**src/verilog/bie_pkg.sv**
```systemverilog
// Purpose: Constants for the branch and increment execution slice.
// Assumes: 12-bit instruction word, 11-bit program counter, 8-bit data.
// Notes: Register map is reached over APB with 32-bit aligned words.
// Function
// - Top bits 101 decode as jump, 9-bit target.
// - Jump loads target into counter bits 8:0.
// - Jump loads counter bits 10:9 from status 6:5.
// - Jump: one word, two cycles, flags unchanged.
// - Increment adds one to register, wraps.
// - Destination bit picks accumulator or register.
// - Increment takes one cycle, updates zero flag.
// - Increment-skip increments, leaves all flags alone.
// - Zero result discards prefetched word, runs no-op.
// - Increment-skip: one cycle, two when skipping.
package bie_pkg;
  localparam int BIE_ADDR_W = 8;
  localparam int BIE_PC_W = 11;
  localparam int BIE_DATA_W = 8;
  localparam int BIE_WORD_W = 12;
  localparam int BIE_NREG = 32;

  // Opcode fields
  localparam logic [2:0] BIE_OP_JUMP = 3'h5;
  localparam logic [5:0] BIE_OP_INC = 6'h0a;
  localparam logic [5:0] BIE_OP_INCSZ = 6'h0f;
  localparam int BIE_DEST_BIT = 5;
  localparam int BIE_PAGE_HI = 6;
  localparam int BIE_PAGE_LO = 5;
  localparam int BIE_ZERO_BIT = 2;

  localparam logic [BIE_PC_W-1:0] BIE_PC_STEP = 11'h001;
  localparam logic [BIE_DATA_W-1:0] BIE_INC_STEP = 8'h01;
  localparam logic [BIE_DATA_W-1:0] BIE_ZERO = 8'h00;

  // Register map, byte addresses
  localparam logic [BIE_ADDR_W-1:0] BIE_OFS_ACC = 8'h00;
  localparam logic [BIE_ADDR_W-1:0] BIE_OFS_STATUS = 8'h04;
  localparam logic [BIE_ADDR_W-1:0] BIE_OFS_PC = 8'h08;
  localparam logic [BIE_ADDR_W-1:0] BIE_OFS_EXEC = 8'h0c;
  localparam int BIE_FILE_SEL_BIT = 7;

  // Reset values
  localparam logic [BIE_PC_W-1:0] BIE_PC_RST = 11'h7ff;
  localparam logic [BIE_DATA_W-1:0] BIE_ACC_RST = 8'h00;
  localparam logic [BIE_DATA_W-1:0] BIE_STATUS_RST = 8'h18;

  typedef enum logic [1:0] {
    BIE_RUN = 2'h1,
    BIE_DISCARD = 2'h2
  } bie_state_type;
endpackage : bie_pkg
```
**src/verilog/bie_exec.sv**
```systemverilog
// Purpose: Executes jump, increment and increment-skip for the 8-bit core.
// Assumes: Fetch pipeline shares pclk and presents one word per cycle.
// Notes: Register file, accumulator, status and counter live here; APB reaches them.
`timescale 1ns/1ps
module bie_exec (
  input wire logic pclk,
  input wire logic presetn,
  input wire logic psel,
  input wire logic penable,
  input wire logic pwrite,
  input wire logic [bie_pkg::BIE_ADDR_W-1:0] paddr,
  input wire logic [31:0] pwdata,
  output logic [31:0] prdata,
  output logic pready,
  output logic pslverr,
  input wire logic [bie_pkg::BIE_WORD_W-1:0] instr_word,
  input wire logic instr_valid,
  output logic [bie_pkg::BIE_PC_W-1:0] pc_out,
  output logic discard_prefetch
);
  typedef struct packed {
    bie_pkg::bie_state_type state;
    logic skip;
    logic kill;
    logic [bie_pkg::BIE_PC_W-1:0] pc;
    logic [bie_pkg::BIE_DATA_W-1:0] acc;
    logic [bie_pkg::BIE_DATA_W-1:0] status;
    logic [bie_pkg::BIE_NREG-1:0][bie_pkg::BIE_DATA_W-1:0] file;
    logic [31:0] prdata;
    logic pready;
    logic pslverr;
  } bie_regs_type;

  bie_regs_type st;
  bie_regs_type next_st;

  logic [4:0] f_idx;
  logic dest_file;
  logic is_jump;
  logic is_inc;
  logic is_incsz;
  logic [bie_pkg::BIE_DATA_W-1:0] inc_res;
  logic res_zero;
  logic run_go;
  logic apb_wr;
  logic [4:0] apb_idx;

  assign f_idx = instr_word[4:0];
  assign dest_file = instr_word[bie_pkg::BIE_DEST_BIT];
  assign is_jump = instr_word[11:9] == bie_pkg::BIE_OP_JUMP;
  assign is_inc = instr_word[11:6] == bie_pkg::BIE_OP_INC;
  assign is_incsz = instr_word[11:6] == bie_pkg::BIE_OP_INCSZ;
  assign inc_res = st.file[f_idx] + bie_pkg::BIE_INC_STEP;
  assign res_zero = inc_res == bie_pkg::BIE_ZERO;
  assign run_go = instr_valid && (st.state == bie_pkg::BIE_RUN);
  assign apb_wr = psel && penable && st.pready && pwrite && !st.pslverr;
  assign apb_idx = paddr[6:2];

  always_comb begin
    next_st = st;
    next_st.pready = 1'b0;
    // Error flag pulses with pready so it never outlives its own answer
    next_st.pslverr = 1'b0;
    // Read data is captured in the setup cycle, so pready can come from a flop
    if (psel && !penable) begin
      next_st.pready = 1'b1;
      next_st.pslverr = 1'b0;
      next_st.prdata = '0;
      if (paddr[1:0] != 2'h0) begin
        next_st.pslverr = 1'b1;
      end else if (paddr[bie_pkg::BIE_FILE_SEL_BIT]) begin
        next_st.prdata[bie_pkg::BIE_DATA_W-1:0] = st.file[apb_idx];
      end else if (paddr == bie_pkg::BIE_OFS_ACC) begin
        next_st.prdata[bie_pkg::BIE_DATA_W-1:0] = st.acc;
      end else if (paddr == bie_pkg::BIE_OFS_STATUS) begin
        next_st.prdata[bie_pkg::BIE_DATA_W-1:0] = st.status;
      end else if (paddr == bie_pkg::BIE_OFS_PC) begin
        next_st.prdata[bie_pkg::BIE_PC_W-1:0] = st.pc;
      end else if (paddr == bie_pkg::BIE_OFS_EXEC) begin
        next_st.prdata[1:0] = {st.skip, st.kill};
      end else begin
        next_st.pslverr = 1'b1;
      end
    end
    if (apb_wr) begin
      if (paddr[bie_pkg::BIE_FILE_SEL_BIT]) begin
        next_st.file[apb_idx] = pwdata[bie_pkg::BIE_DATA_W-1:0];
      end else if (paddr == bie_pkg::BIE_OFS_ACC) begin
        next_st.acc = pwdata[bie_pkg::BIE_DATA_W-1:0];
      end else if (paddr == bie_pkg::BIE_OFS_STATUS) begin
        next_st.status = pwdata[bie_pkg::BIE_DATA_W-1:0];
      end else if (paddr == bie_pkg::BIE_OFS_PC) begin
        next_st.pc = pwdata[bie_pkg::BIE_PC_W-1:0];
      end
    end
    // Execution is applied after the bus so a same-cycle clash leaves the core's result
    case (st.state)
      bie_pkg::BIE_RUN: begin
        if (instr_valid) begin
          next_st.pc = st.pc + bie_pkg::BIE_PC_STEP;
          if (is_jump) begin
            next_st.pc[8:0] = instr_word[8:0];
            next_st.pc[10:9] = st.status[bie_pkg::BIE_PAGE_HI:bie_pkg::BIE_PAGE_LO];
            next_st.state = bie_pkg::BIE_DISCARD;
            next_st.kill = 1'b1;
            next_st.skip = 1'b0;
          end else if (is_inc || is_incsz) begin
            if (dest_file) begin
              next_st.file[f_idx] = inc_res;
            end else begin
              next_st.acc = inc_res;
            end
            if (is_inc) begin
              next_st.status[bie_pkg::BIE_ZERO_BIT] = res_zero;
            end else if (res_zero) begin
              next_st.state = bie_pkg::BIE_DISCARD;
              next_st.kill = 1'b1;
              next_st.skip = 1'b1;
            end
          end
        end
      end
      bie_pkg::BIE_DISCARD: begin
        // The word fetched behind a jump or skip is dropped and runs as a no-op
        next_st.state = bie_pkg::BIE_RUN;
        next_st.kill = 1'b0;
        next_st.skip = 1'b0;
        if (st.skip && instr_valid) begin
          next_st.pc = st.pc + bie_pkg::BIE_PC_STEP;
        end
      end
      default: begin
        next_st.state = bie_pkg::BIE_RUN;
        next_st.kill = 1'b0;
        next_st.skip = 1'b0;
      end
    endcase
  end

  always_ff @(posedge pclk or negedge presetn) begin
    if (!presetn) begin
      st <= '0;
      st.state <= bie_pkg::BIE_RUN;
      st.pc <= bie_pkg::BIE_PC_RST;
      st.acc <= bie_pkg::BIE_ACC_RST;
      st.status <= bie_pkg::BIE_STATUS_RST;
    end else begin
      st <= next_st;
    end
  end

  assign prdata = st.prdata;
  assign pready = st.pready;
  assign pslverr = st.pslverr;
  assign pc_out = st.pc;
  assign discard_prefetch = st.kill;

  logic status_wr;
  assign status_wr = apb_wr && !paddr[bie_pkg::BIE_FILE_SEL_BIT] && (paddr == bie_pkg::BIE_OFS_STATUS);
endmodule : bie_exec

```
**config.mk**
```make
export PLATFORM = sky130hd
export DESIGN_NAME = bie_exec
export DESIGN_NICKNAME = d
export VERILOG_FILES = /design/src/verilog/bie_pkg.sv /design/src/verilog/bie_exec.sv
export SDC_FILE = /design/constraint.sdc
export NUM_CORES = 1
export LEC_CHECK = 0
export BUFFER_PORTS_ARGS = -buffer_cell sky130_fd_sc_hd__buf_4
export CAP_MARGIN = 20
export CORE_ASPECT_RATIO = 1.4
export CORE_MARGIN = 5
export CORE_UTILIZATION = 45
export CTS_CLUSTER_SIZE = 10
export DETAILED_ROUTE_END_ITERATION = 8
export GPL_ROUTABILITY_DRIVEN = 0
export GPL_TIMING_DRIVEN = 0
export HOLD_SLACK_MARGIN = 0.06
export SYNTH_ARGS = -nofsm -noshare
export SYNTH_HDL_FRONTEND = slang
export SYNTH_SLANG_ARGS = --single-unit
```
**constraint.sdc**
```tcl
create_clock -name pclk -period 4.1 [get_ports pclk]
set_input_delay 0.82 -clock pclk [delete_from_list [all_inputs] [get_ports pclk]]
set_output_delay 0.82 -clock pclk [all_outputs]
set_load 0.01 [all_outputs]
```
After elaboration in Yosys (flattened, before gate mapping)

Cells that the tools add are included.

Bits in registers: 300
Input port bits: 58
Output and inout bits: 46
Word-level logic and storage cells: 137

$add $sub $neg: 2
Magnitude comparators: 4
Eq/ne operators: 12
Mux-type cells: 59
Bitwise operators: 2
Reductions and logical operators: 16

Operators with widths:

| cell                  | number |
|---|---|
| $mux 256              | 6 |
| $bwmux 256            | 2 |
| $mux 283              | 1 |
| $mux 8                | 14 |
| $bmux 8 s5            | 2 |
| $demux 8 s5           | 2 |
| $mux 11               | 6 |
| $mux 27               | 1 |
| $mux 23               | 1 |
| $pmux 11 s2           | 1 |
| $mux 4                | 5 |
| $eq 8x4->1 const B    | 2 |
| $logic_not 8->1       | 2 |
| $eq 6x4->1 const B    | 2 |
| $lt 5x6->1 const B    | 2 |
| $add 11x1->11 const B | 1 |
| $mux 1                | 11 |
| $ge 5x1->1 const B    | 2 |
| $mux 3                | 3 |
| $mux 9                | 1 |
| $add 8x1->8 const B   | 1 |
| $eq 8x3->1 const B    | 1 |
| $logic_and 1x1->1     | 8 |
| $reduce_and 4->1      | 2 |
| other kinds (11)      | 16 |

Depth between registers and ports, before layout

Gate-level depths: netlist of run 1.

Depth in word-level cells: 13
Gate-level depth with buffers: 15
Mapped depth without buffers: 11

Worst setup path before layout of run 1

Ideal clock, no wire load.

Path type: input to register
Start: in instr_word[0] (netlist name)
End: reg st[320] (netlist name)
Setup time: 67 ps
Data arrival time: 3809 ps
Required time: 4033 ps
Path slack: 224 ps
Stages: 14
Path buffers: 3
Path through: buf_2 or4bb_1 buf_2 o22ai_1 or4_4 nor2_8 buf_1 ha_1 a21boi_1 nand4_1 xor2_2 o221ai_2 nor3_2 o221a_1

Longest elaborated chain between the ends: 6

Ends and longest elaborated chain:

| what                         | RTL line        | source |
|---|---|---|
| from (decl)                  | bie_exec.sv:16  | `input wire logic [bie_pkg::BIE_WORD_W-1:0] instr_word,` |
| $bmux 8 s5                   | bie_exec.sv:53  | `assign inc_res = st.file[f_idx] + bie_pkg::BIE_INC_STEP;` |
| $mux 8 (not written as such) | bie_exec.sv:53  |  |
| $add 8x1->8                  | bie_exec.sv:53  |  |
| $logic_not 8->1              | bie_exec.sv:54  | `assign res_zero = inc_res == bie_pkg::BIE_ZERO;` |
| $ne 3x3->1 (no line)         | --              |  |
| $reduce_and 4->1 (no line)   | --              |  |
| to (signal assigned)         | bie_exec.sv:148 | `st <= next_st;` |
| to (decl)                    | bie_exec.sv:34  | `bie_regs_type st;` |

No other way between the ends. The select of a mux whose other input is x is not followed.
A chain may end at the register's enable or synchronous reset.

==> flow_summary.yaml, run 1 <==
run_status:
  outcome: "complete, but fails checks"
  violations: "design-rule violations, negative setup slack"
detailed_routing:
  avgViaCountPerCell: 6.96
  antenna_violating_nets_remaining: 0
  detailedRoute.firstIterationViolations: 2776
  drt_drc_violations_left: 5
  vias: 18278
  wl_um: 86200
  routed_wire_length_per_instance_um: 32.8
  drt_pre_antenna_iters: 9
clock_network:
  clock_tree_from_tritoncts: "built"
  clk_latency_ns: 0.57
  clock-root-buffer: "sky130_fd_sc_hd__clkbuf_16"
  cts_hold_repair.buffers: 0
  clock_path_buffers: 3
  numCtsBuffers: 36
  cts.sinks: 299
  h_tree_depth: 2
  cts.reportedPaths.clkPinSlew_ns: 0.05
finish:
  final_area_um2: 21900
  syn_to_final_growth_pct: 12.8
  layout.cells.most_common: "sky130_fd_sc_hd__dfrtp_1"
  layout_common_cells: "285 x sky130_fd_sc_hd__dfrtp_1, 233 x sky130_fd_sc_hd__a21oi_1, 194 x sky130_fd_sc_hd__nor2b_1, 192 x sky130_fd_sc_hd__a211oi_1, 149 x sky130_fd_sc_hd__mux2i_1"
  final_nets: 2122
  post_route_cells_drive_above_1_share: 0.200
  n_fill_cell: 3903
setup_path:
  timing.critical_path.to_type: "register"
  critPathArrivalTime_ns: 4.71
  timing.rr.start: "st[90]$_DFF_PN0_"
  timing.critical_path.slowest_cell_delay_ns: 0.58
  crit_chain: "buf_4 > buf_6 > buf_6 > clkbuf_4 > mux2i_1 > o22ai_1 > nor4_1 > nand2_1 > and3_4 > and4_4 > xor2_2 > buf_4 > a21oi_1"
  cp_slowest_cell: "sky130_fd_sc_hd__nor4_1"
  worst_setup_path_start_kind: "input port"
  timing.rr.end: "st[230]$_DFF_PN0_"
  ff2ff_setup_slack_ns: 0.31
  setup.worst_path.class: "in2reg"
  worstPathMaxFanout: 10
  critical_path_required_ns: 4.52
  rr_worst_depth: 11
synthesis:
  synth-adder-area-share: 0.00323
  synth_mux_area_frac: 0.221
  synth_simple_gate_area_share: 0.133
  number_of_enable_type_register_cells_in_the_synthesized_netlist: 0
  syn_area_um2: 19400
  async_flop_share: 1.00
  number_of_synthesized_register_bits: 299
  synth.yosys.warnings: 0
  synth_cells: 1937
  sequential_to_total_area_share_from_yosys_stat: 0.387
  main_combinational_cell_family_by_area_after_synthesis: "multiplexers"
  synth_area_per_inst_um2: 10.0
  synth_compound_area_frac: 0.189
  synth-xor-area-share: 0.00794
  synthFlopType: "sky130_fd_sc_hd__dfrtp_1"
  synth.lib_cells_used.distinct: 66
placed_design:
  i_o_buffers: 48
  post-dp-hpwl_um: 60500
  cell_area_after_placement_um2: 20600
  dp_slack_ns: -1.59
global_route:
  grt_start_max_net_pins: 117
  via_count_of_the_first_global_routing_pass: 17396
  global_route_wire_length_before_repair_um: 122000
  grt.overflow.total: 0
  grtUsageTotal: 0.354
  grt_antenna_before_repair: 4
floorplanning:
  floorplan.die.width_um: 185
  floorplan.core_area_um2: 42900
  rows: 90
  die_area_um2: 47400
  starting_density_of_the_core: 0.452
  height_of_the_chip_um: 256
  io-pin-count: 104
sta:
  drv_slew: 0
  timing.slew.headroom: 0.171
  fmax_ghz: 0.233
  fin_crit_sh: 1.05
  report.final.setup_viol: 111
  minimum_clock_period_after_layout_ns: 4.30
  finalClockSkew_ns: 0.0242
  setup_ws_ns: -0.199
  hold_violations: 0
  worstMarginPinSlew_ns: 1.24
power_and_ir_drop:
  p_leak_nw: 9.50
  powerDensity_nw_per_um2: 347
  power.ir.vdd_worst_v: 0.000204
min_path:
  worst_hold_path_type: "in2async"
flow_run:
  maxCapViolations: 0
[what timing repair did]
action                                  in CTS  in global routing
endpoints found under the setup margin     210                225
endpoints found under the hold margin        0                  0
pin swaps                                    4                  4
gates resized for setup                     19                 36
setup buffers                                6                  7
[cells in the mapped netlist, types with 2 or more instances]
cell,count,area (um^2)
sky130_fd_sc_hd__xnor2_1,6,52.6
sky130_fd_sc_hd__ha_1,5,62.6
sky130_fd_sc_hd__dfrtp_1,285,7130
sky130_fd_sc_hd__nand4b_1,5,43.8
sky130_fd_sc_hd__mux4_2,80,1800
sky130_fd_sc_hd__o21ai_0,58,290
sky130_fd_sc_hd__nand3b_1,4,30.0
sky130_fd_sc_hd__buf_1,16,60.1
sky130_fd_sc_hd__xor2_1,6,52.6
sky130_fd_sc_hd__buf_6,5,56.3
sky130_fd_sc_hd__nand3_1,10,50.1
sky130_fd_sc_hd__a22oi_1,10,75.1
sky130_fd_sc_hd__a21oi_1,233,1170
sky130_fd_sc_hd__buf_4,49,368
sky130_fd_sc_hd__clkbuf_1,130,488
sky130_fd_sc_hd__or2_2,4,25.0
sky130_fd_sc_hd__nor3_1,6,30.0
sky130_fd_sc_hd__dfstp_2,14,368
sky130_fd_sc_hd__or4b_1,4,40.0
sky130_fd_sc_hd__and2_0,2,12.5
sky130_fd_sc_hd__nand2_1,75,282
sky130_fd_sc_hd__nand4bb_1,2,22.5
sky130_fd_sc_hd__or4_4,2,22.5
sky130_fd_sc_hd__or4_1,2,15.0
sky130_fd_sc_hd__mux2_2,83,935
sky130_fd_sc_hd__nor2_1,113,424
sky130_fd_sc_hd__a22o_1,5,43.8
sky130_fd_sc_hd__nor4_1,14,87.6
sky130_fd_sc_hd__nand2b_1,8,50.1
sky130_fd_sc_hd__and3_1,4,25.0
sky130_fd_sc_hd__and2_1,2,12.5
sky130_fd_sc_hd__o31ai_1,2,15.0
sky130_fd_sc_hd__o22ai_1,79,494
sky130_fd_sc_hd__xor2_2,2,32.5
sky130_fd_sc_hd__a2111oi_0,2,17.5
sky130_fd_sc_hd__nand4_1,4,25.0
sky130_fd_sc_hd__or4bb_1,4,45.0
sky130_fd_sc_hd__buf_2,33,165
sky130_fd_sc_hd__nor3b_1,2,15.0
sky130_fd_sc_hd__nor2b_1,194,1210
sky130_fd_sc_hd__or3_1,3,18.8
sky130_fd_sc_hd__mux2i_1,152,1520
sky130_fd_sc_hd__a211oi_1,192,1440
sky130_fd_sc_hd__inv_1,4,15.0
[critical path: cells and delay by family]
family,cells,cell delay [ns]
compound gates,2,0.24
xor+xnor,1,0.50
buf+inv,5,1.36
mux,1,0.38
simple gates,4,1.38
[logic make-up after synthesis]
| group | after synthesis |
|---|---|
| AO/OA/AOI/OAI | 593 |
| XOR/XNOR | 15 |
| adder cells (fa/ha/maj) | 5 |
| buffers and inverters | 237 |
| flip-flops | 299 |
| multiplexers | 316 |
| other | 1 |
| AND/OR/NAND/NOR | 471 |
[how the worst max path moves through the flow]
stage | to | startpoint | slack (ns)
6_report | st[217]$_DFF_PN0_ | instr_word[1] | -0.20
5_1_grt | st[161]$_DFF_PN0_ | instr_word[1] | -0.01
4_1_cts | st[281]$_DFF_PN0_ | instr_word[1] | 0.007
3_5_place_dp | st[248]$_DFF_PN0_ | instr_word[4] | -1.59
3_3_place_gp | st[150]$_DFF_PN0_ | instr_word[4] | -1.56
2_1_floorplan | st[320]$_DFFE_PN0P_ | instr_word[0] | 0.22
[registers in the layout, indices dropped and copies added (netlist names)]
| register | cells |
|---|---|
| pready | 1 |
| pc_out | 11 |
| prdata | 11 |
| pslverr | 1 |
| st | 275 |
[where the power goes]
group	internal, W	switching [W]
registers	0.00311	0.000170
clock network	0.00169	0.00131
logic	0.000493	0.000810
[stage by stage]
step,setup TNS (ns),hold WS [ns],cells,power [W],utilization
2_1_floorplan,0,0.451,1957,0.00399,-
3_3_place_gp,-394.12,0.467,2557,0.00453,0.478
3_5_place_dp,-221.54,0.479,2560,0.00455,0.480
4_1_cts,0,0.379,2616,0.00750,0.506
5_1_grt,-0.0277,0.395,2624,0.00775,0.509
6_report,-8.04,0.320,2627,0.00757,0.509
[routing by layer]
metal,global-route usage,vias to the layer above,routed length [um]
met5,0,-,90
met4,0.280,6,9410
met3,0.106,520,9660
met2,0.520,1489,37100
met1,0.429,8875,29900
li1,-,7388,-
[final cells by class]
type | instances | area (um^2) | area share
Clock buffer | 49 | 1000 | 0.0458
Inverter | 4 | 15.0 | 0.000687
Clock inverter | 2 | 17.5 | 0.000801
Sequential cell | 299 | 7500 | 0.343
Timing Repair Buffer | 65 | 551 | 0.0252
Tap cell | 552 | 691 | 0.0316
Buffer | 232 | 1200 | 0.0547
Antenna cell | 3 | 7.51 | 0.000343
Multi-Input combinational cell | 1421 | 10900 | 0.498
(Power assumes the default switching activity.)
==> run 2, diff against run 1 <==
Clock period 4.1 ns to 3.75 ns, I/O delays scaled along.
==> flow_summary.yaml, run 2 (synthesis gave the netlist of run 1 again) <==
sta:
  worstMarginPinSlew_ns: 1.23
  fmax_ghz: 0.256
  hold_violations: 0
  holdWs_ns: 0.243
  finalClockSkew_ns: 0.0241
  fin_crit_sh: 1.04
  report.final.setup_viol: 76
  minimum_clock_period_after_layout_ns: 3.91
  setup_ws_ns: -0.160
  grt_setup_unrepaired: "true"
  drv_slew: 0
  timing.slew.headroom: 0.181
finish:
  final_nets: 2118
  layout.cells.most_common: "sky130_fd_sc_hd__dfrtp_1"
  layout_common_cells: "285 x sky130_fd_sc_hd__dfrtp_1, 233 x sky130_fd_sc_hd__a21oi_1, 194 x sky130_fd_sc_hd__nor2b_1, 192 x sky130_fd_sc_hd__a211oi_1, 141 x sky130_fd_sc_hd__mux2i_1"
  post_route_cells_drive_above_1_share: 0.215
  top_register: "st"
  syn_to_final_growth_pct: 14.0
  largest_reg_flops: 275
  utilization: 0.515
detailed_routing:
  detailedRoute.firstIterationViolations: 2913
  avgViaCountPerCell: 6.96
  vias: 18247
  drt_pre_antenna_iters: 8
  routed_wire_length_per_instance_um: 33.1
  wl_um: 86600
  drt_drc_violations_left: 0
  antenna_violating_nets_remaining: 0
floorplanning:
  height_of_the_chip_um: 256
  rows: 90
  io-pin-count: 104
  die_area_um2: 47400
  starting_density_of_the_core: 0.452
  floorplan.core_area_um2: 42900
  floorplan.die.width_um: 185
min_path:
  worst_hold_path_type: "in2async"
global_route:
  grtUsageTotal: 0.355
  grt_antenna_before_repair: 3
  grt.overflow.total: 0
  via_count_of_the_first_global_routing_pass: 17339
  global_route_wire_length_before_repair_um: 122000
  grt_start_max_net_pins: 113
clock_network:
  h_tree_depth: 2
  clock-root-buffer: "sky130_fd_sc_hd__clkbuf_16"
  numCtsBuffers: 36
  clock_tree_from_tritoncts: "built"
  cts_hold_repair.buffers: 0
  clock_path_buffers: 3
  clk_latency_ns: 0.54
  cts.sinks: 299
  cts.reportedPaths.clkPinSlew_ns: 0.05
run_status:
  outcome: "complete, but fails checks"
  violations: "negative setup slack"
placed_design:
  post-dp-hpwl_um: 60700
  i_o_buffers: 48
setup_path:
  ff2ff_setup_slack_ns: 0.10
  timing.rr.start: "st[320]$_DFFE_PN0P_"
  startpoint: "instr_word[1]"
  critical_path_required_ns: 4.14
  timing.rr.end: "st[43]$_DFF_PN0_"
  crit_path_end: "st[111]$_DFF_PN0_"
  rr_worst_depth: 11
  critPathArrivalTime_ns: 4.30
  worstPathMaxFanout: 10
  timing.critical_path.to_type: "register"
  setup.worst_path.class: "in2reg"
  worst_setup_path_start_kind: "input port"
power_and_ir_drop:
  p_leak_nw: 9.52
  power.ir.vdd_worst_v: 0.000242
  powerDensity_nw_per_um2: 374
flow_run:
  maxCapViolations: 0
[run 2: changes by cell type in the layout (fill, tap and decap cells not counted), moves of 3 or more]
cell,delta
sky130_fd_sc_hd__nand2_1,-3
sky130_fd_sc_hd__nor2_1,-10
sky130_fd_sc_hd__buf_6,+7
sky130_fd_sc_hd__mux2i_2,+3
sky130_fd_sc_hd__nor2_2,+9
sky130_fd_sc_hd__buf_2,-8
sky130_fd_sc_hd__clkbuf_1,-8
sky130_fd_sc_hd__mux2i_1,-8
sky130_fd_sc_hd__mux2i_4,+5
sky130_fd_sc_hd__nand2_2,+3
[run 2: timing repair]
item / 4_1_cts / 5_1_grt
setup buffers: 13 / 0
pin swaps: 9 / 4
gates cloned: 0 / 0
gates resized for setup: 57 / 61
setup endpoints to repair: 249 / 265
[run 2: stage by stage]
step / std cells / worst slack [ns] / cell area (um^2) / power (W) / TNS, ns
after floorplan: 1957 / 0.0848 / 19500 / 0.00436 / 0
after detailed placement: 2560 / -1.58 / 20600 / 0.00498 / -269.58
after global routing: 2617 / -0.0970 / 22100 / 0.00843 / -0.980
after CTS: 2619 / 0.0000178 / 21900 / 0.00818 / 0
after global placement: 2557 / -1.53 / 20500 / 0.00496 / -509.08
final: 2620 / -0.160 / 22100 / 0.00825 / -5.10
[run 2: per-layer routing]
layer / GRT usage / part of all wire
met1: 0.428 / 0.34
met2: 0.521 / 0.43
met3: 0.106 / 0.12
met4: 0.286 / 0.11
met5: 0 / 0.000092
[run 2: critical path, cell delays in order]
cell and delay, ns:
sky130_fd_sc_hd__buf_4 0.22, sky130_fd_sc_hd__buf_8 0.22, sky130_fd_sc_hd__buf_6 0.22, sky130_fd_sc_hd__buf_6 0.25
sky130_fd_sc_hd__mux2i_1 0.30, sky130_fd_sc_hd__o22ai_1 0.17, sky130_fd_sc_hd__nor4_2 0.48, sky130_fd_sc_hd__nand2_2 0.24
sky130_fd_sc_hd__and2_1 0.25, sky130_fd_sc_hd__a21oi_1 0.32, sky130_fd_sc_hd__or2_2 0.40, sky130_fd_sc_hd__clkbuf_4 0.37
sky130_fd_sc_hd__a21oi_1 0.10
[run 2: layout make-up]
| type | instances | area, um^2 |
|---|---|---|
| Antenna cell | 3 | 7.51 |
| Sequential cell | 299 | 7500 |
| Tap cell | 552 | 691 |
| Fill cell | 3881 | 20800 |
| Inverter | 4 | 15.0 |
| Clock inverter | 1 | 5.00 |
| Buffer | 229 | 1260 |
| Clock buffer | 47 | 993 |
| Multi-Input combinational cell | 1421 | 11100 |
| Timing Repair Buffer | 64 | 536 |
[run 2: worst min-delay path by stage]
| stage | from | end | slack [ns] | cells after the start |
|---|---|---|---|---|
| after floorplan | presetn | prdata[0]$_DFFE_PN0P_ | 0.45 | 0 |
| after global placement | prdata[10]$_DFFE_PN0P_ | prdata[10]$_DFFE_PN0P_ | 0.47 | 2 |
| after detailed placement | prdata[0]$_DFFE_PN0P_ | prdata[0]$_DFFE_PN0P_ | 0.48 | 2 |
| after CTS | presetn | st[97]$_DFF_PN0_ | 0.26 | 1 |
| after global routing | presetn | st[65]$_DFF_PN0_ | 0.30 | 1 |
| final | presetn | st[54]$_DFF_PN0_ | 0.24 | 1 |
[run 2: power breakdown]
group	leakage, nW	total (W)	switching, W	internal (W)
Combinational	4.93	0.00145	0.000896	0.000551
Sequential	4.10	0.00359	0.000191	0.00340
Clock	0.490	0.00322	0.00139	0.00183
Total	9.52	0.00825	0.00248	0.00578
